File: src/logic/nbc_pkg.sv
// Purpose: constants for the host-side strobe sequencer of an 8-bit flash port
// Assumes: clk at 100 MHz
// Notes: pin timings are plain defaults, tune them for the attached part
`default_nettype none
package nbc_pkg;
    localparam int CLK_MHZ = 100;
    // pin timing in ns
    localparam int SETUP_NS = 20;
    localparam int WE_LOW_NS = 25;
    localparam int WE_HIGH_NS = 15;
    localparam int READ_ACCESS_DELAY_NS = 25;
    localparam int WB_NS = 100;
    // least times, rounded up to whole cycles
    localparam logic [4:0] SETUP_CYC = 5'((SETUP_NS * CLK_MHZ + 999) / 1000);
    localparam logic [4:0] WE_LOW_CYC = 5'((WE_LOW_NS * CLK_MHZ + 999) / 1000);
    localparam logic [4:0] WE_HIGH_CYC = 5'((WE_HIGH_NS * CLK_MHZ + 999) / 1000);
    localparam logic [4:0] READ_ACCESS_CYC = 5'((READ_ACCESS_DELAY_NS * CLK_MHZ + 999) / 1000);
    localparam logic [4:0] WB_CYC = 5'((WB_NS * CLK_MHZ + 999) / 1000);
    localparam logic [4:0] SYNC_CYC = 5'h02;
    // array geometry
    localparam logic [12:0] PAGE_BYTES = 13'h10e8;
    localparam logic [12:0] MAIN_BYTES = 13'h1000;
    localparam logic [12:0] SPARE_BYTES = 13'h00e8;
    localparam int PAGES_PER_BLOCK = 64;
    localparam int PAGE_IDX_W = 6;
    localparam int BLOCK_W = 12;
    localparam logic [2:0] ADDR_FULL_CYCLES = 3'h5;
    localparam logic [2:0] ADDR_COL_CYCLES = 3'h2;
    // command codes
    localparam logic [7:0] CMD_READ_SETUP = 8'h00;
    localparam logic [7:0] CMD_READ_START = 8'h30;
    localparam logic [7:0] CMD_OUT_COL = 8'h05;
    localparam logic [7:0] CMD_OUT_COL_GO = 8'he0;
    localparam logic [7:0] CMD_CACHE_NEXT = 8'h31;
    localparam logic [7:0] CMD_CACHE_LAST = 8'h3f;
    localparam logic [7:0] CMD_DATA_LOAD = 8'h80;
    localparam logic [7:0] CMD_PROG = 8'h10;
    localparam logic [7:0] CMD_PROG_CACHE = 8'h15;
    localparam logic [7:0] CMD_PROG_MULTI = 8'h11;
    localparam logic [7:0] CMD_DATA_LOAD2 = 8'h81;
    localparam logic [7:0] CMD_IN_COL = 8'h85;
    localparam logic [7:0] CMD_COPY_READ = 8'h35;
    localparam logic [7:0] CMD_COPY_READ_OUT = 8'h3a;
    localparam logic [7:0] CMD_COPY_PROG = 8'h8c;
    localparam logic [7:0] CMD_ERASE = 8'h60;
    localparam logic [7:0] CMD_ERASE_GO = 8'hd0;
    localparam logic [7:0] CMD_ID_READ = 8'h90;
    localparam logic [7:0] CMD_STATUS = 8'h70;
    localparam logic [7:0] CMD_STATUS2 = 8'hf1;
    localparam logic [7:0] CMD_STATUS_MULTI = 8'h71;
    localparam logic [7:0] CMD_RESET = 8'hff;
    localparam int STATUS_FAIL_BIT = 0;
    typedef enum logic [2:0] {
        NBC_K_CMD = 3'h0,
        NBC_K_ADDR = 3'h1,
        NBC_K_ADDR_COL = 3'h2,
        NBC_K_WDATA = 3'h3,
        NBC_K_RDATA = 3'h4
    } nbc_kind_t;
    typedef enum logic [1:0] {
        NBC_S_IDLE = 2'b00,
        NBC_S_SETUP = 2'b01,
        NBC_S_LOW = 2'b11,
        NBC_S_HIGH = 2'b10
    } nbc_state_t;
endpackage : nbc_pkg
`default_nettype wire

File: src/logic/nbc_host.sv
// Purpose: host sequencer driving command, address and data cycles on a flash port
// Assumes: one user operation at a time; ready_busy_n pulled up off chip
// Notes: pins are registered; inputs from pins pass two flip-flops
`timescale 1ns/1ps
`default_nettype none
module nbc_host
    import nbc_pkg::*;
(
    input wire logic clk,
    input wire logic rstn,
    input wire logic clk_en,
    input wire logic user_valid,
    input wire logic [2:0] user_kind,
    input wire logic [7:0] user_byte,
    input wire logic [12:0] user_col,
    input wire logic [BLOCK_W-1:0] user_block,
    input wire logic [PAGE_IDX_W-1:0] user_page,
    input wire logic user_write_allow,
    input wire logic cfg_power_on_init,
    output logic user_ready,
    output logic user_refused,
    output logic [7:0] rd_data,
    output logic rd_valid,
    output logic prog_fail,
    output logic [12:0] col_count,
    output logic ce_n,
    output logic cle,
    output logic ale,
    output logic we_n,
    output logic output_strobe_n,
    output logic wp_n,
    output logic power_on_init_select,
    output logic [7:0] io_out,
    output logic io_oe,
    input wire logic [7:0] io_in,
    input wire logic ready_busy_n
);
    function automatic logic busy_ok(input logic [7:0] c);
        busy_ok = (c == CMD_STATUS) || (c == CMD_STATUS2) ||
                  (c == CMD_STATUS_MULTI) || (c == CMD_RESET);
    endfunction : busy_ok

    function automatic logic is_status(input logic [7:0] c);
        is_status = (c == CMD_STATUS) || (c == CMD_STATUS2) || (c == CMD_STATUS_MULTI);
    endfunction : is_status

    function automatic logic [7:0] addr_byte(input logic [2:0] i, input logic [12:0] c,
                                             input logic [17:0] r);
        case (i)
            3'h0: addr_byte = c[7:0];
            3'h1: addr_byte = {3'h0, c[12:8]};
            3'h2: addr_byte = r[7:0];
            3'h3: addr_byte = r[15:8];
            default: addr_byte = {6'h00, r[17:16]};
        endcase
    endfunction : addr_byte

    logic rst_meta_q, rst_sync_q;
    logic [7:0] io_m_q, io_s_q;
    logic rb_m_q, rb_s_q;
    always_ff @(posedge clk or negedge rstn)
    begin
        if (!rstn)
        begin
            rst_meta_q <= 1'b0;
            rst_sync_q <= 1'b0;
            io_m_q <= 8'h00;
            io_s_q <= 8'h00;
            rb_m_q <= 1'b0;
            rb_s_q <= 1'b0;
        end
        else if (clk_en)
        begin
            rst_meta_q <= 1'b1;
            rst_sync_q <= rst_meta_q;
            io_m_q <= io_in;
            io_s_q <= io_m_q;
            rb_m_q <= ready_busy_n;
            rb_s_q <= rb_m_q;
        end
    end
    logic busy;
    assign busy = !rb_s_q;

    nbc_state_t st_q, st_d;
    nbc_kind_t kind_q, kind_d;
    logic [4:0] cnt_q, cnt_d, wb_q, wb_d;
    logic [2:0] idx_q, idx_d;
    logic [12:0] col_q, col_d, colc_q, colc_d;
    logic [17:0] row_q, row_d;
    logic ce_n_q, ce_n_d, cle_q, cle_d, ale_q, ale_d, we_n_q, we_n_d, re_n_q, re_n_d;
    logic [7:0] io_out_q, io_out_d, rd_data_q, rd_data_d;
    logic io_oe_q, io_oe_d, rd_valid_q, rd_valid_d, ref_q, ref_d, rdy_q, rdy_d;
    logic stat_q, stat_d, fail_q, fail_d, wp_n_q, psl_q, psl_d, psl_taken_q;
    logic take, is_addr, bad;
    logic [2:0] last_idx;

    always_comb
    begin
        st_d = st_q;
        kind_d = kind_q;
        cnt_d = cnt_q;
        idx_d = idx_q;
        col_d = col_q;
        row_d = row_q;
        colc_d = colc_q;
        ce_n_d = ce_n_q;
        cle_d = cle_q;
        ale_d = ale_q;
        we_n_d = we_n_q;
        re_n_d = re_n_q;
        io_out_d = io_out_q;
        io_oe_d = io_oe_q;
        rd_data_d = rd_data_q;
        rd_valid_d = 1'b0;
        ref_d = 1'b0;
        stat_d = stat_q;
        fail_d = fail_q;
        wb_d = (wb_q != 5'h00) ? wb_q - 5'h01 : wb_q;
        take = user_valid && rdy_q;
        is_addr = (kind_q == NBC_K_ADDR) || (kind_q == NBC_K_ADDR_COL);
        last_idx = (kind_q == NBC_K_ADDR) ? ADDR_FULL_CYCLES : ADDR_COL_CYCLES;
        // busy device hears only status and reset; writes need the guard high
        bad = (busy && !(user_kind == NBC_K_CMD && busy_ok(user_byte))) ||
              (user_kind == NBC_K_WDATA && !wp_n_q) ||
              (user_kind > NBC_K_RDATA) ||
              ((user_kind == NBC_K_ADDR || user_kind == NBC_K_ADDR_COL) &&
               user_col >= PAGE_BYTES);
        case (st_q)
            NBC_S_IDLE:
            begin
                if (take && bad)
                begin
                    ref_d = 1'b1;
                end
                else if (take)
                begin
                    kind_d = nbc_kind_t'(user_kind);
                    col_d = user_col;
                    row_d = {user_block, user_page};
                    idx_d = 3'h0;
                    st_d = NBC_S_SETUP;
                    cnt_d = SETUP_CYC;
                    ce_n_d = 1'b0;
                    cle_d = (user_kind == NBC_K_CMD);
                    ale_d = (user_kind == NBC_K_ADDR) || (user_kind == NBC_K_ADDR_COL);
                    io_oe_d = (user_kind != NBC_K_RDATA);
                    io_out_d = (user_kind == NBC_K_ADDR || user_kind == NBC_K_ADDR_COL) ?
                               addr_byte(3'h0, user_col, {user_block, user_page}) :
                               user_byte;
                    if (user_kind == NBC_K_CMD)
                    begin
                        stat_d = is_status(user_byte);
                    end
                    if (user_kind == NBC_K_ADDR || user_kind == NBC_K_ADDR_COL)
                    begin
                        colc_d = user_col;
                    end
                end
            end
            NBC_S_SETUP:
            begin
                if (cnt_q == 5'h01)
                begin
                    st_d = NBC_S_LOW;
                    if (kind_q == NBC_K_RDATA)
                    begin
                        cnt_d = READ_ACCESS_CYC + SYNC_CYC;
                        re_n_d = 1'b0;
                    end
                    else
                    begin
                        cnt_d = WE_LOW_CYC;
                        we_n_d = 1'b0;
                    end
                end
                else
                begin
                    cnt_d = cnt_q - 5'h01;
                end
            end
            NBC_S_LOW:
            begin
                if (cnt_q == 5'h01)
                begin
                    st_d = NBC_S_HIGH;
                    cnt_d = WE_HIGH_CYC;
                    we_n_d = 1'b1;
                    re_n_d = 1'b1;
                    idx_d = idx_q + 3'h1;
                    if (kind_q == NBC_K_RDATA)
                    begin
                        rd_data_d = io_s_q;
                        rd_valid_d = 1'b1;
                        colc_d = colc_q + 13'h0001;
                        if (stat_q)
                        begin
                            fail_d = io_s_q[STATUS_FAIL_BIT];
                        end
                    end
                    if (kind_q == NBC_K_WDATA)
                    begin
                        colc_d = colc_q + 13'h0001;
                    end
                end
                else
                begin
                    cnt_d = cnt_q - 5'h01;
                end
            end
            NBC_S_HIGH:
            begin
                if (cnt_q != 5'h01)
                begin
                    cnt_d = cnt_q - 5'h01;
                end
                else if (is_addr && idx_q != last_idx)
                begin
                    st_d = NBC_S_SETUP;
                    cnt_d = SETUP_CYC;
                    io_out_d = addr_byte(idx_q, col_q, row_q);
                end
                else
                begin
                    st_d = NBC_S_IDLE;
                    ce_n_d = 1'b1;
                    cle_d = 1'b0;
                    ale_d = 1'b0;
                    io_oe_d = 1'b0;
                    if (kind_q == NBC_K_CMD)
                    begin
                        wb_d = WB_CYC;
                    end
                end
            end
            default:
            begin
                st_d = NBC_S_IDLE;
            end
        endcase
        rdy_d = (st_d == NBC_S_IDLE) && (wb_d == 5'h00);
        psl_d = psl_taken_q ? psl_q : cfg_power_on_init;
    end

    always_ff @(posedge clk or negedge rst_sync_q)
    begin
        if (!rst_sync_q)
        begin
            st_q <= NBC_S_IDLE;
            kind_q <= NBC_K_CMD;
            cnt_q <= 5'h00;
            wb_q <= 5'h00;
            idx_q <= 3'h0;
            col_q <= 13'h0000;
            row_q <= 18'h00000;
            colc_q <= 13'h0000;
            ce_n_q <= 1'b1;
            cle_q <= 1'b0;
            ale_q <= 1'b0;
            we_n_q <= 1'b1;
            re_n_q <= 1'b1;
            io_out_q <= 8'h00;
            io_oe_q <= 1'b0;
            rd_data_q <= 8'h00;
            rd_valid_q <= 1'b0;
            ref_q <= 1'b0;
            rdy_q <= 1'b0;
            stat_q <= 1'b0;
            fail_q <= 1'b0;
            wp_n_q <= 1'b0;
            psl_q <= 1'b0;
            psl_taken_q <= 1'b0;
        end
        else if (clk_en)
        begin
            st_q <= st_d;
            kind_q <= kind_d;
            cnt_q <= cnt_d;
            wb_q <= wb_d;
            idx_q <= idx_d;
            col_q <= col_d;
            row_q <= row_d;
            colc_q <= colc_d;
            ce_n_q <= ce_n_d;
            cle_q <= cle_d;
            ale_q <= ale_d;
            we_n_q <= we_n_d;
            re_n_q <= re_n_d;
            io_out_q <= io_out_d;
            io_oe_q <= io_oe_d;
            rd_data_q <= rd_data_d;
            rd_valid_q <= rd_valid_d;
            ref_q <= ref_d;
            rdy_q <= rdy_d;
            stat_q <= stat_d;
            fail_q <= fail_d;
            wp_n_q <= user_write_allow;
            psl_q <= psl_d;
            psl_taken_q <= 1'b1;
        end
    end

    assign user_ready = rdy_q;
    assign user_refused = ref_q;
    assign rd_data = rd_data_q;
    assign rd_valid = rd_valid_q;
    assign prog_fail = fail_q;
    assign col_count = colc_q;
    assign ce_n = ce_n_q;
    assign cle = cle_q;
    assign ale = ale_q;
    assign we_n = we_n_q;
    assign output_strobe_n = re_n_q;
    assign wp_n = wp_n_q;
    assign power_on_init_select = psl_q;
    assign io_out = io_out_q;
    assign io_oe = io_oe_q;

    property p_cmd_latch;
        @(posedge clk) disable iff (!rst_sync_q)
        $rose(we_n_q) && cle_q |-> !ale_q && re_n_q && !ce_n_q && io_oe_q;
    endproperty
    a_cmd_latch: assert property (p_cmd_latch) else $error("bad command cycle");
    property p_addr_latch;
        @(posedge clk) disable iff (!rst_sync_q)
        $rose(we_n_q) && ale_q |-> !cle_q && io_oe_q && !ce_n_q;
    endproperty
    a_addr_latch: assert property (p_addr_latch) else $error("bad address cycle");
    property p_col_high;
        @(posedge clk) disable iff (!rst_sync_q)
        st_q == NBC_S_LOW && ale_q && idx_q == 3'h1 |-> io_out_q[7:5] == 3'h0;
    endproperty
    a_col_high: assert property (p_col_high) else $error("column high bits set");
    property p_read_release;
        @(posedge clk) disable iff (!rst_sync_q)
        !re_n_q |-> !io_oe_q && we_n_q;
    endproperty
    a_read_release: assert property (p_read_release) else $error("port driven in read");
    property p_busy_refuse;
        @(posedge clk) disable iff (!rst_sync_q)
        user_valid && rdy_q && busy && user_kind != NBC_K_CMD
        |=> ref_q && st_q == NBC_S_IDLE && we_n_q && re_n_q;
    endproperty
    a_busy_refuse: assert property (p_busy_refuse) else $error("busy op started");
    property p_col_step;
        @(posedge clk) disable iff (!rst_sync_q)
        $rose(re_n_q) |-> rd_valid_q && colc_q == $past(colc_q) + 13'h0001;
    endproperty
    a_col_step: assert property (p_col_step) else $error("column not advanced");
    property p_guard;
        @(posedge clk) disable iff (!rst_sync_q)
        user_valid && rdy_q && !wp_n_q && user_kind == NBC_K_WDATA |=> ref_q;
    endproperty
    a_guard: assert property (p_guard) else $error("write under guard");
    property p_standby;
        @(posedge clk) disable iff (!rst_sync_q)
        rdy_q |-> ce_n_q && we_n_q && re_n_q && !io_oe_q;
    endproperty
    a_standby: assert property (p_standby) else $error("select low while idle");
    property p_status_fail;
        @(posedge clk) disable iff (!rst_sync_q)
        rd_valid_q && stat_q |-> fail_q == rd_data_q[STATUS_FAIL_BIT];
    endproperty
    a_status_fail: assert property (p_status_fail) else $error("fail flag stale");
    property p_holdoff;
        @(posedge clk) disable iff (!rst_sync_q)
        $rose(we_n_q) && cle_q |=> !rdy_q [*8];
    endproperty
    a_holdoff: assert property (p_holdoff) else $error("ready too soon");
    c_cmd: cover property (@(posedge clk) $rose(we_n_q) && cle_q);
    c_addr5: cover property (@(posedge clk) $fell(ale_q) && idx_q == ADDR_FULL_CYCLES);
    c_read: cover property (@(posedge clk) rd_valid_q);
    c_refuse: cover property (@(posedge clk) ref_q);
endmodule : nbc_host
`default_nettype wire

File: config.mk
export PLATFORM = sky130hd
export DESIGN_NAME = nbc_host
export DESIGN_NICKNAME = d
export VERILOG_FILES = /design/src/logic/nbc_pkg.sv /design/src/logic/nbc_host.sv
export SDC_FILE = /design/constraint.sdc
export NUM_CORES = 1
export LEC_CHECK = 0
export BUFFER_PORTS_ARGS = -buffer_cell sky130_fd_sc_hd__buf_2
export CORE_MARGIN = 8
export CORE_UTILIZATION = 39
export DETAILED_ROUTE_END_ITERATION = 10
export PLACE_DENSITY_LB_ADDON = 0.15
export SETUP_SLACK_MARGIN = 0.05
export SLEW_MARGIN = 20
export SYNTH_ARGS = -nofsm -noshare
export SYNTH_HDL_FRONTEND = slang
export SYNTH_SLANG_ARGS = --single-unit
File: constraint.sdc
create_clock -name clk -period 3.1 [get_ports clk]
set_clock_uncertainty 0.05 [all_clocks]
set_input_delay 0.465 -clock clk [delete_from_list [all_inputs] [get_ports clk]]
set_output_delay 0.465 -clock clk [all_outputs]
set_load 0.05 [all_outputs]
* Word-level counts from Yosys, hierarchy flattened
Index checks and enable logic that the tools add are counted.
** Cells by class
- Divide/modulo/power cells :: 0
- Add/sub/neg operators :: 4
- Mux-type cells :: 67
- Equality and inequality tests :: 33
- Shift operators :: 0
- Bitwise logic cells :: 2
- Multiply operators :: 0
- Reductions and logical operators :: 41
- Magnitude comparators :: 2
** Operators by type and width (count)
- $mux W13 :: 6
- $mux W5 :: 11
- $mux W8 :: 5
- $pmux W8 S4 :: 1
- $pmux W13 S2 :: 1
- $reduce_and A5 Y1 :: 5
- $mux W1 :: 23
- $ne A2 B2 Y1 const B :: 10
- $pmux W5 S4 :: 1
- $eq A3 B2 Y1 const B :: 6
- $eq A8 B7 Y1 const B :: 2
- $eq A8 B8 Y1 const B :: 2
- $pmux W8 S2 :: 1
- $mux W3 :: 5
- $add A13 B1 Y13 const B :: 1
- $ge A13 B13 Y1 const B :: 1
- $pmux W1 S2 :: 6
- $reduce_and A4 Y1 :: 3
- $reduce_and A6 Y1 :: 2
- $mux W2 :: 5
- $sub A5 B1 Y5 const B :: 2
- $eq A3 B1 Y1 const B :: 3
- $logic_not A3 Y1 :: 3
- $ne A3 B3 Y1 const B :: 3
- other kinds (20) :: 41
** Storage, ports and cells
- Memories :: 0
- Bits in read-only memories :: 0
- Input port bits :: 57
- Register bits :: 112
- RAM bits :: 0
- Bits in latches :: 0

* Depth between registers and ports, before layout
Gate-level depths: netlist of run 1.
- Depth in word-level cells :: 15
- Depth in mapped cells :: 9
- Mapped depth without buffers :: 8

* Worst setup path after synthesis of run 1
Ideal clock, no wire load.
- Path kind :: register -> register
- From :: reg, netlist name rst_sync_q
- To :: reg rst_sync_q
- Path buffers :: 0
- Slack :: 0.267 ns
- Arrival :: 2.703 ns
- Clock period less this slack :: 2.833 ns
- Data required time :: 2.970 ns
- Cell stages (with the launch flop) :: 2
- Cells stage by stage :: dfrtp_1 mux2_2
** RTL lines
- to (signal assigned) :: RTL line nbc_host.sv:75 : rst_sync_q <= rst_meta_q;
- to (decl) :: RTL line nbc_host.sv:58 : logic rst_meta_q, rst_sync_q;

* Worst setup path in the final report of run 1
- From :: reg cnt_q[1]
- To :: reg colc_q[3], in the netlist col_count[3]
** On the way
- Longest elaborated chain between the ends :: 3
** Ends and longest elaborated chain
- from (decl) :: RTL line nbc_host.sv:87 : logic [4:0] cnt_q, cnt_d, wb_q, wb_d;
- from (signal assigned) :: RTL line nbc_host.sv:278 : cnt_q <= cnt_d;
- $eq A5 B1 Y1 :: RTL line nbc_host.sv:184 : if (cnt_q == 5'h01)
- $ne A2 B2 Y1 (no line)
- $reduce_and A7 Y1 (no line)
- to (signal assigned) :: RTL line nbc_host.sv:283 : colc_q <= colc_d;
- to (decl) :: RTL line nbc_host.sv:89 : logic [12:0] col_q, col_d, colc_q, colc_d;
No other way between the ends.
A chain may end at the register's enable or synchronous reset.

==> results of run 1 <==
[state kept, by name (all words and copies together) (netlist names), 2 cells and up]
| signal | cells |
|---|---|
| col_q | 13 |
| io_out | 8 |
| row_q | 18 |
| io_m_q | 8 |
| kind_q | 3 |
| st_q | 2 |
| idx_q | 3 |
| rd_data | 8 |
| cnt_q | 5 |
| wb_q | 5 |
| io_s_q | 8 |
| col_count | 13 |
[stage by stage]
step                setup WS, ns  power (mW)
finish                     0.470        5.01
global route               0.150        5.31
CTS                        0.440        5.07
detailed placement         0.302        3.86
global placement           0.361        3.82
floorplan                  0.227        3.35
[power by group]
| part | internal [mW] | switching [mW] |
|---|---|---|
| logic | 0.607 | 1.10 |
| clock network | 0.636 | 0.553 |
| registers | 1.83 | 0.290 |
[layer usage]
layer  routed length [um]  global-route usage [%]  share of wire (%)  vias up
li1                     -                       -                  -     2070
met3                 1010                    5.86                6.8       16
met2                 6900                    26.4                 47      116
met5                    0                       0                  0        -
met4                  198                    4.26                1.3        0
met1                 6730                    21.0                 45     2162
[layout make-up]
type                    instances  area (um^2)  share of cell area (%)
inverters                      16         60.1                   0.908
flip-flops and latches        112         2810                    42.5
well taps                     180          225                    3.41
repair buffers                111          606                    9.16
clock buffers                   9          225                    3.41
clock inverters                 7         82.6                    1.25
multi-input cells             359         2610                    39.4
[cells by family after synthesis]
kind of cell               Yosys count  share of synthesized area (%)
adders and majority gates           10                           2.24
and+or+nand+nor                    141                           12.6
muxes                               76                           15.2
xor gates and xnor gates             1                          0.157
AOI/OAI and AO/OA                  131                           16.4
DFF                                112                           50.1
buffers and inverters               39                           3.31
[timing repair]
| item | in CTS | in global routing |
|---|---|---|
| setup endpoints to repair | 0 | 0 |
| endpoints found under the hold margin | 3 | 0 |
| gates resized for setup | 0 | 0 |
| hold buffers | 1 | 0 |
[worst register-to-register path, stage by stage (launching register included)]
cell and delay [ns]:
sky130_fd_sc_hd__dfrtp_1 0.38, sky130_fd_sc_hd__inv_1 0.11, sky130_fd_sc_hd__ha_1 0.17, sky130_fd_sc_hd__nor4b_2 0.34, sky130_fd_sc_hd__a22oi_1 0.21, sky130_fd_sc_hd__a211oi_1 0.33, sky130_fd_sc_hd__o211ai_2 0.47, sky130_fd_sc_hd__o21ai_0 0.31
sky130_fd_sc_hd__o21ai_0 0.11
[layout by cell type (no fill, tap or decap), drive strengths merged, types with 14 or more instances in the layout]
| cell | synthesis | layout |
|---|---|---|
| buf | 9 | 110 |
| dfrtp | 109 | 109 |
| mux2 | 70 | 70 |
| nand2 | 45 | 45 |
| nor2 | 38 | 38 |
| o21ai | 38 | 38 |
| a21oi | 21 | 21 |
| inv | 16 | 16 |
| a31oi | 14 | 14 |
[final timing paths]
path                         startpoint            to  slack (ns)  cells after the start
max                            cnt_q[1]  col_count[3]        0.47                      8
min                          rst_sync_q     prog_fail        0.24                      0
max reg2reg                    cnt_q[1]  col_count[3]        0.47                      8
min reg2reg                  rst_sync_q     prog_fail        0.24                      0
max in group asynchronous    rst_sync_q          ce_n        1.91                      1
min in group clk           user_page[1]      row_q[1]        0.29                      2
==> reports/results.ini, run 1 <==
[placed_design]
place.gp.congestion = 0.829
place_inst = 777
port-buffer-count = 97
dp_hpwl_mm = 11.1
placed_cell_area_um2 = 6300

[timing]
final.period_utilization_pct = 84.8
worst-slew-pin-transition_ns = 0.986
rsz0062_at_grt = false
fin_tns_setup_ns = 0
layout_min_cycle_time_ns = 2.63
timing.final.setup_violations = 0
highest_clock_rate_ghz = 0.380
slew_headroom_pct = 34.1
timing.final.hold_violations = 0
holdWs_ns = 0.237
maxSlewViolCount = 0

[cells_and_area]
fillerInstances = 1322
layout.nets = 676
final_area_um2 = 6610
utilization_pct = 47.5
drive_gt1_share_pct = 34.9
post_layout_nonfiller_instances = 794
antenna-diode-count = 0
area_delta_synth_final_pct = 18.2

[global_route]
grt_start_max_net_pins = 43
grt.overflow.total = 0
antenna_found_initial = 0
grt_pass1_vias = 4500
grtUsageTotal_pct = 16.6
grt_pass1_wl_mm = 24.1

[clock_network]
clk_pin_slew_worst_paths_ns = 0.07
cts_tree = done
clock_sinks = 112
cts-root-to-sink-buffers = 2
root_buffer = sky130_fd_sc_hd__clkbuf_16
clock_tree.htree_level_count = 3
clkLatencyLatePin_ns = 0.35
total_clock_buffers_created_by_cts = 9
post_cts_buffers = 0

[synth]
synth_most_common_cell = sky130_fd_sc_hd__dfrtp_1
fraction_of_post_synthesis_cell_area_in_the_top_cell_type_by_area_pct = 48.7
yosys-top-cells-area = sky130_fd_sc_hd__dfrtp_1 (49%), sky130_fd_sc_hd__mux2_2 (14%), sky130_fd_sc_hd__o21ai_0 (3.2%), sky130_fd_sc_hd__nand2_1 (3.0%), sky130_fd_sc_hd__nor2_1 (2.5%)
synthesis.area_um2 = 5600
synth_nets = 577
flop_and_latch_count_out_of_synthesis = 112
synth_enable_flop_cells = 0
ys_top_cells_by_count = sky130_fd_sc_hd__dfrtp_1 (109), sky130_fd_sc_hd__mux2_2 (70), sky130_fd_sc_hd__nand2_1 (45)
postSynth.topFlopCell = sky130_fd_sc_hd__dfrtp_1
netlist.top_cell.by_area = sky130_fd_sc_hd__dfrtp_1
synth.yosys.seq_area_share_pct = 50.1
yosysWarnings = 0
netlist_instances = 510
synth_async_sr_flop_share_pct = 100
yosysUniqueCellTypes = 65
synthesis.area_per_instance_um2 = 11.0

[route]
drtIter0Drc = 263
drt_drc_violations_left = 0
dr_total_vias = 4364
ant_nets = 0
wire_per_inst_um = 18.7
firstDrtPassIters = 6
post_drt_via_cell_ratio = 5.50
totalWireLength_mm = 14.8

[worst_setup_path]
timing.critical_path.fanout_max = 27
critPathMaxStageDelay_ns = 0.47
cp.arrival_ns = 2.78
critical_path.top_delay_family = compound AO/OA/AOI/OAI gates
critPathBufInv = 1
cpMostUsedCell = sky130_fd_sc_hd__o21ai_0
setup.worst_path.end_class = flip-flop
setup.worst_path.start_class = flip-flop
cp_cell_sequence = inv_1 > ha_1 > nor4b_2 > a22oi_1 > a211oi_1 > o211ai_2 > o21ai_0 > o21ai_0
critical_path.slowest_cell = sky130_fd_sc_hd__o211ai_2
worst-endpoint-required_ns = 3.25
critPathKind = flip-flop to flip-flop

[pwr]
power_dens_cells_nw_per_um2 = 757
ir_drop_mv = 0.323
power.static_leakage_nw = 3.16

[die]
io-pin-count = 98
die-area_um2 = 18400
die_x_um = 136
initial_core_util_pct = 40.2
core.rowCount = 43
floorplan.core_area_um2 = 13900
die_h_um = 136

[outcome]
status = completed

[job]
maxCapViolCount = 0

[hold_path]
hold_path.class = flip-flop to asynchronous set/reset pin

Note: power is estimated with default switching activity, not from simulation.
==> run 2, diff against run 1 <==
--- a/config.mk
+++ b/config.mk
@@ -5,6 +5,7 @@
 export SDC_FILE = /design/constraint.sdc
 export NUM_CORES = 1
 export LEC_CHECK = 0
+export ABC_AREA = 1
 export BUFFER_PORTS_ARGS = -buffer_cell sky130_fd_sc_hd__buf_2
 export CORE_MARGIN = 8
 export CORE_UTILIZATION = 39
==> constraint.sdc (replaced) <==
create_clock -name clk -period 2.36 [get_ports clk]
set_clock_uncertainty 0.05 [all_clocks]
set_input_delay 0.354 -clock clk [delete_from_list [all_inputs] [get_ports clk]]
set_output_delay 0.354 -clock clk [all_outputs]
set_load 0.05 [all_outputs]
==> run 2 against run 1 <==
Compared with the run above:
- clock power grew 29%
- utilization fell by 0.89 points
- sequential power rose by 29%
- register-to-register slack got worse by 0.21 ns
- first-iteration DRC count is 29% higher
- sequential share of layout area down 0.81 points
- combinational power increased by 64%
- non-clock buffer count did not move
- die area grew 2.3%
- critical path depth did not move
- sequential cell count stayed put
- via count grew 14%
==> reports/results.ini, run 2 <==
[clock_network]
clock_tree.htree_level_count = 3  ; unchanged
clk_pin_slew_worst_paths_ns = 0.08  ; was 0.07 ns
post_cts_buffers = 0  ; unchanged
root_buffer = sky130_fd_sc_hd__clkbuf_16  ; unchanged
clkLatencyLatePin_ns = 0.36  ; was 0.35 ns
cts-root-to-sink-buffers = 2  ; unchanged
cts_tree = done  ; unchanged
clock_sinks = 112  ; unchanged
total_clock_buffers_created_by_cts = 9  ; unchanged

[pwr]
combPwrFrac_pct = 39.7  ; was 34.1%
power.share.clock_pct = 21.8  ; was 23.7%
p_sw_share_pct = 44.1  ; was 38.8%
power.static_leakage_nw = 3.51  ; was 3.16 nW
power_switching_mw = 3.13  ; was 1.94 mW
seqPwrFrac_pct = 38.5  ; was 42.2%
ir_drop_mv = 0.535  ; was 0.323 mV
power_dens_cells_nw_per_um2 = 1050  ; was 757 nW/um^2
cell_internal_pwr_mw = 3.96  ; was 3.07 mW

[timing]
rsz0062_at_grt = false  ; unchanged
final.period_utilization_pct = 89.2  ; was 84.8%
layout_min_cycle_time_ns = 2.10  ; was 2.63 ns
holdWs_ns = 0.136  ; was 0.237 ns
fin_tns_setup_ns = 0  ; unchanged
highest_clock_rate_ghz = 0.475  ; was 0.380 GHz
timing.final.hold_violations = 0  ; unchanged
maxSlewViolCount = 0  ; unchanged
timing.final.setup_violations = 0  ; unchanged
worst-slew-pin-transition_ns = 0.466  ; was 0.986 ns
slew_headroom_pct = 68.9  ; was 34.1%

[placed_design]
dp_hpwl_mm = 11.5  ; was 11.1 mm
port-buffer-count = 97  ; unchanged
place.gp.congestion = 0.891  ; was 0.829

[worst_setup_path]
critPathKind = flip-flop to flip-flop  ; unchanged
critPathMaxStageDelay_ns = 0.36  ; was 0.47 ns
setup.worst_path.start_class = flip-flop  ; unchanged
setup.worst_path.end_class = flip-flop  ; unchanged
critical_path.slowest_cell = sky130_fd_sc_hd__dfrtp_1  ; was sky130_fd_sc_hd__o211ai_2
critPathBufInv = 2  ; was 1
cp.arrival_ns = 2.29  ; was 2.78 ns
worst-endpoint-required_ns = 2.55  ; was 3.25 ns
critical_path.top_delay_family = simple AND/OR/NAND/NOR gates  ; was compound AO/OA/AOI/OAI gates
cp_cell_sequence = inv_1 > ha_1 > nand3_1 > buf_4 > a21oi_4 > nand4_2 > nand2_1 > nand2_1  ; was inv_1 > ha_1 > nor4b_2 > a22oi_1 > a211oi_1 > o211ai_2 > o21ai_0 > o21ai_0
timing.critical_path.fanout_max = 10  ; was 27
cpMostUsedCell = sky130_fd_sc_hd__nand2_1  ; was sky130_fd_sc_hd__o21ai_0

[die]
die-area_um2 = 18900  ; was 18400 um^2
floorplan.core_area_um2 = 14500  ; was 13900 um^2
die_x_um = 137  ; was 136 um
die_h_um = 137  ; was 136 um
core.rowCount = 44  ; was 43
initial_core_util_pct = 39.6  ; was 40.2%
io-pin-count = 98  ; unchanged

[global_route]
grt_pass1_vias = 4921  ; was 4500
grt_pass1_wl_mm = 25.0  ; was 24.1 mm
grt.overflow.total = 0  ; unchanged
antenna_found_initial = 0  ; unchanged
grtUsageTotal_pct = 16.9  ; was 16.6%
grt_start_max_net_pins = 72  ; was 43

[route]
firstDrtPassIters = 5  ; was 6
post_drt_via_cell_ratio = 4.92  ; was 5.50
drtIter0Drc = 340  ; was 263
wire_per_inst_um = 15.1  ; was 18.7 um
ant_nets = 0  ; unchanged
totalWireLength_mm = 15.3  ; was 14.8 mm
dr_total_vias = 4988  ; was 4364
drt_drc_violations_left = 0  ; unchanged

[synth]
synth_async_sr_flop_share_pct = 100  ; unchanged
synth_nets = 792  ; was 577
yosysUniqueCellTypes = 40  ; was 65
netlist_instances = 725  ; was 510
synth_most_common_cell = sky130_fd_sc_hd__nand2_1  ; was sky130_fd_sc_hd__dfrtp_1
synthesis.area_um2 = 5740  ; was 5600 um^2
synthesis.area_per_instance_um2 = 7.92  ; was 11.0 um^2
flop_and_latch_count_out_of_synthesis = 112  ; unchanged
fraction_of_post_synthesis_cell_area_in_the_top_cell_type_by_area_pct = 47.5  ; was 48.7%
netlist.top_cell.by_area = sky130_fd_sc_hd__dfrtp_1  ; unchanged
synth_enable_flop_cells = 0  ; unchanged
synth.yosys.seq_area_share_pct = 48.9  ; was 50.1%
ys_top_cells_by_count = sky130_fd_sc_hd__nand2_1 (222), sky130_fd_sc_hd__dfrtp_1 (109), sky130_fd_sc_hd__inv_1 (85)  ; was sky130_fd_sc_hd__dfrtp_1 (109), sky130_fd_sc_hd__mux2_2 (70), sky130_fd_sc_hd__nand2_1 (45)
yosys-top-cells-area = sky130_fd_sc_hd__dfrtp_1 (48%), sky130_fd_sc_hd__nand2_1 (15%), sky130_fd_sc_hd__o21ai_0 (5.7%), sky130_fd_sc_hd__inv_1 (5.6%), sky130_fd_sc_hd__o21ai_1 (3.9%)  ; was sky130_fd_sc_hd__dfrtp_1 (49%), sky130_fd_sc_hd__mux2_2 (14%), sky130_fd_sc_hd__o21ai_0 (3.2%), sky130_fd_sc_hd__nand2_1 (3.0%), sky130_fd_sc_hd__nor2_1 (2.5%)
postSynth.topFlopCell = sky130_fd_sc_hd__dfrtp_1  ; unchanged
yosysWarnings = 0  ; unchanged

[hold_path]
hold_path.class = input pin to flip-flop  ; was flip-flop to asynchronous set/reset pin

[cells_and_area]
most-common-layout-cells = sky130_fd_sc_hd__nand2_1 (222), sky130_fd_sc_hd__dfrtp_1 (108), sky130_fd_sc_hd__buf_2 (97)  ; was sky130_fd_sc_hd__dfrtp_1 (108), sky130_fd_sc_hd__buf_2 (97), sky130_fd_sc_hd__mux2_2 (70)
largest_register_ffs = 18  ; unchanged
area_delta_synth_final_pct = 17.5  ; was 18.2%
top_register = row_q  ; unchanged
drive_gt1_share_pct = 19.5  ; was 34.9%
layout.nets = 892  ; was 676
antenna-diode-count = 0  ; unchanged
leading_cell_type_in_the_layout_fill_and_taps_excluded = sky130_fd_sc_hd__nand2_1  ; was sky130_fd_sc_hd__dfrtp_1

[job]
maxCapViolCount = 0  ; unchanged

[outcome]
status = completed  ; unchanged

## run 2: cell type report
| type | count | area, um^2 |
|---|---|---|
| clock buffers | 9 | 225 |
| repair buffers | 111 | 618 |
| well taps | 184 | 230 |
| clock inverters | 7 | 71.3 |
| inverters | 93 | 352 |
| flip-flops and latches | 112 | 2810 |
| fillers | 1475 | 7740 |
| multi-input cells | 498 | 2440 |
## run 2: repair_timing
item | 4_1_cts | 5_1_grt
endpoints found under the hold margin | 20 | 0
hold buffers | 1 | 0
resized for setup | 0 | 0
## run 2: metrics by stage
step | cell area, um^2 | setup slack (ns) | cells | utilization, % | power (mW)
after CTS | 6740 | 0.276 | 1014 | 46.6 | 7.16
after global routing | 6740 | 0.0975 | 1014 | 46.6 | 7.61
after global placement | 6440 | 0.321 | 997 | 44.5 | 5.52
after detailed placement | 6440 | 0.301 | 997 | 44.5 | 5.59
after floorplan | 5740 | 0.482 | 725 | - | 4.81
final | 6740 | 0.256 | 1014 | 46.6 | 7.08
## run 2: metal layers
| layer | track usage (%) | wire [um] | vias up | part of all wire, % |
|---|---|---|---|---|
| met5 | 0 | 0 | - | 0 |
| met4 | 4.59 | 229 | 0 | 1.5 |
| met2 | 26.5 | 6840 | 117 | 45 |
| met3 | 5.11 | 906 | 20 | 5.9 |
| li1 | - | - | 2529 | - |
| met1 | 22.1 | 7340 | 2322 | 48 |
## run 2: worst min-delay path, delay by kind of cell
kind                   cells  cell delay (ns)
and+or+nand+nor            2             0.09
buffers and inverters      1             0.07
## run 2: kinds of logic after synthesis
| logic type | synth area share [%] |
|---|---|
| buf+inv | 8.68 |
| xor+xnor | 1.37 |
| mux | 1.05 |
| compound gates | 13.1 |
| fa+ha+maj | 2.18 |
| simple gates | 24.7 |
| flops | 48.9 |
## run 2: final timing paths
path / depth (start not counted) / slack [ns] / from / endpoint
min reg2reg: 0 / 0.18 / rst_sync_q / wb_q[0]
min: 3 / 0.14 / io_in[5] / io_m_q[5]
max reg2reg: 8 / 0.26 / cnt_q[1] / io_out[6]
max in group asynchronous: 1 / 1.34 / rst_sync_q / ce_n
max: 8 / 0.26 / cnt_q[1] / io_out[6]
min in group asynchronous: 0 / 0.18 / rst_sync_q / wb_q[0]
## run 2: power groups by stage
stage,sequential [mW],clock [mW],combinational (mW)
after detailed placement,2.76,0,2.83
final,2.73,1.54,2.81
after global placement,2.74,0,2.78
after CTS,2.73,1.59,2.84
after global routing,2.79,1.68,3.14
after floorplan,3.33,0,1.47
==> run 3, diff against run 2 <==
==> constraint.sdc (replaced) <==
create_clock -name clk -period 2.35 [get_ports clk]
set_clock_uncertainty 0.05 [all_clocks]
set_input_delay 0.3525 -clock clk [delete_from_list [all_inputs] [get_ports clk]]
set_output_delay 0.3525 -clock clk [all_outputs]
set_load 0.05 [all_outputs]
==> run 3 against run 2 <==
Compared with the run above:
- worst setup slack improved by 0.022 ns
- sequential cell count unchanged
- clock-buffer cell count unchanged
- sequential share of layout area about the same
- cell count unchanged
- non-clock buffer count unchanged
- combinational power about the same
- worst hold slack about the same
- via count decreased by 1.2%
- largest power group unchanged
- highest routed layer unchanged
==> reports/results.ini, run 3 (same netlist as run 2, synthesis figures left out) <==
[outcome]
status = completed  ; unchanged

[cells_and_area]
top_register = row_q  ; unchanged
antenna-diode-count = 0  ; unchanged
layout.nets = 892  ; unchanged
leading_cell_type_in_the_layout_fill_and_taps_excluded = sky130_fd_sc_hd__nand2_1  ; unchanged
utilization_pct = 46.6  ; about the same
drive_gt1_share_pct = 19.5  ; unchanged
area_delta_synth_final_pct = 17.6  ; was 17.5%
most-common-layout-cells = sky130_fd_sc_hd__nand2_1 (222), sky130_fd_sc_hd__dfrtp_1 (108), sky130_fd_sc_hd__buf_2 (97)  ; unchanged
largest_register_ffs = 18  ; unchanged
fillerInstances = 1449  ; was 1475
post_layout_nonfiller_instances = 1014  ; unchanged

[worst_setup_path]
timing.critical_path.fanout_max = 24  ; was 10
setup.worst_path.start_class = flip-flop  ; unchanged
reg_to_reg_start = cnt_q[1]  ; unchanged
worst-endpoint-required_ns = 2.54  ; was 2.55 ns
critical_path.slowest_cell = sky130_fd_sc_hd__dfrtp_1  ; unchanged
regToRegSetupSlack_ns = 0.28  ; was 0.26 ns
critPathMaxStageDelay_ns = 0.36  ; about the same
timing.critical_path.from = cnt_q[1]  ; unchanged
reg2reg_depth = 10  ; was 8
critPathKind = flip-flop to flip-flop  ; unchanged
cp.arrival_ns = 2.27  ; was 2.29 ns
cp_cell_sequence = inv_1 > ha_1 > nand3_1 > o21ai_1 > inv_1 > nor2_2 > nand3_2 > buf_4 > nand2_1 > o21ai_2  ; was inv_1 > ha_1 > nand3_1 > buf_4 > a21oi_4 > nand4_2 > nand2_1 > nand2_1
setup.worst_path.end_class = flip-flop  ; unchanged
timing.rr.end = col_count[10]  ; was io_out[6]
cpMostUsedCell = sky130_fd_sc_hd__inv_1  ; was sky130_fd_sc_hd__nand2_1
timing.critical_path.to = col_count[10]  ; was io_out[6]

[pwr]
cell_internal_pwr_mw = 3.97  ; was 3.96 mW
power_dens_cells_nw_per_um2 = 1050  ; about the same
p_sw_share_pct = 44.0  ; was 44.1%
power.share.clock_pct = 21.7  ; was 21.8%
seqPwrFrac_pct = 38.6  ; was 38.5%
power_switching_mw = 3.12  ; was 3.13 mW
combPwrFrac_pct = 39.8  ; was 39.7%
finalPower_mw = 7.09  ; was 7.08 mW
power.static_leakage_nw = 3.51  ; about the same
ir_drop_mv = 0.499  ; was 0.535 mV

[timing]
holdWs_ns = 0.135  ; was 0.136 ns
fin_tns_setup_ns = 0  ; unchanged
timing.final.setup_violations = 0  ; unchanged
maxSlewViolCount = 0  ; unchanged
rsz0062_at_grt = false  ; unchanged
layout_min_cycle_time_ns = 2.07  ; was 2.10 ns
highest_clock_rate_ghz = 0.482  ; was 0.475 GHz
worst-slew-pin-transition_ns = 0.450  ; was 0.466 ns
timing.final.hold_violations = 0  ; unchanged
final.period_utilization_pct = 88.2  ; was 89.2%
slew_headroom_pct = 70.0  ; was 68.9%

[hold_path]
hold_path.class = input pin to flip-flop  ; unchanged
min_delay_path_depth = 3  ; unchanged

[die]
die_x_um = 137  ; unchanged
die_h_um = 137  ; unchanged
core.rowCount = 44  ; unchanged
initial_core_util_pct = 39.6  ; unchanged
io-pin-count = 98  ; unchanged
die-area_um2 = 18900  ; unchanged
floorplan.core_area_um2 = 14500  ; unchanged

[clock_network]
cts_repair_resize_count = 0  ; unchanged
clk_pin_slew_worst_paths_ns = 0.09  ; was 0.08 ns
clock_sinks = 112  ; unchanged
clock_tree.htree_level_count = 3  ; unchanged
total_clock_buffers_created_by_cts = 9  ; unchanged
clkLatencyLatePin_ns = 0.36  ; about the same
cts-root-to-sink-buffers = 2  ; unchanged
root_buffer = sky130_fd_sc_hd__clkbuf_16  ; unchanged
cts_tree = done  ; unchanged

[global_route]
grt_pass1_vias = 4904  ; was 4921
grtUsageTotal_pct = 16.7  ; was 16.9%
grt_pass1_wl_mm = 24.6  ; was 25.0 mm
antenna_found_initial = 0  ; unchanged
grt_start_max_net_pins = 72  ; unchanged
grt.overflow.total = 0  ; unchanged

[route]
post_drt_via_cell_ratio = 4.86  ; was 4.92
wire_per_inst_um = 14.9  ; was 15.1 um
firstDrtPassIters = 4  ; was 5
drt_drc_violations_left = 0  ; unchanged
drtIter0Drc = 316  ; was 340
dr_total_vias = 4928  ; was 4988
ant_nets = 0  ; unchanged
totalWireLength_mm = 15.1  ; was 15.3 mm

[placed_design]
place_inst = 997  ; unchanged
place.gp.congestion = 0.890  ; was 0.891
dp_hpwl_mm = 11.4  ; was 11.5 mm
port-buffer-count = 97  ; unchanged

[job]
maxCapViolCount = 0  ; unchanged

run 3: cell count changes in the layout (fill, tap and decap cells not counted):
cell | before | now
sky130_fd_sc_hd__inv_6 | 4 | 2
sky130_fd_sc_hd__clkinvlp_4 | 0 | 1
sky130_fd_sc_hd__clkinv_8 | 1 | 2
run 3: cell type report:
cell class                 instances  area [um^2]  share of cell area, %
tap                              184          230                   3.41
clock inverter                     7         77.6                   1.15
multi-input combinational        498         2440                   36.1
sequential                       112         2810                   41.6
clock buffer                       9          225                   3.34
inverter                          93          352                   5.21
timing repair buffer             111          618                   9.16
run 3: power by group through the flow:
| stage | combinational (mW) | clock (mW) | sequential [mW] |
|---|---|---|---|
| 2_1_floorplan | 1.48 | 0 | 3.35 |
| 3_3_place_gp | 2.79 | 0 | 2.76 |
| 3_5_place_dp | 2.84 | 0 | 2.77 |
| 4_1_cts | 2.84 | 1.59 | 2.74 |
| 5_1_grt | 3.14 | 1.67 | 2.80 |
| 6_report | 2.82 | 1.54 | 2.74 |
run 3: worst min-delay path by stage:
stage               startpoint    endpoint  slack (ns)
floorplan                 rstn   io_m_q[0]       0.007
global placement    rst_sync_q  rd_data[7]        0.18
detailed placement  rst_sync_q  rd_data[5]        0.19
CTS                   io_in[5]   io_m_q[5]        0.12
global route          io_in[3]   io_m_q[3]        0.13
finish                io_in[5]   io_m_q[5]        0.14
run 3: per-layer routing:
layer	global-route usage (%)	vias up	wire, um
met5	0	-	0
met4	5.07	0	168
met3	4.81	14	1020
met2	26.3	107	6760
met1	21.6	2274	7140
li1	-	2533	-
run 3: worst max-delay path, delay by kind of cell (launching register included):
family          cells  cell delay, ns
flops               1            0.36
simple gates        4            0.65
compound gates      2            0.28
buf+inv             3            0.42
fa+ha+maj           1            0.17
run 3: stage by stage:
stage                     setup WS (ns)  instance area (um^2)
after floorplan                   0.472                  5740
after global placement            0.311                  6440
after detailed placement          0.292                  6440
after CTS                         0.277                  6750
after global routing              0.113                  6750
final                             0.277                  6750
run 3: timing repair:
item	in CTS	in global routing
hold buffers	1	0
setup buffers	0	0
endpoints found under the hold margin	20	0
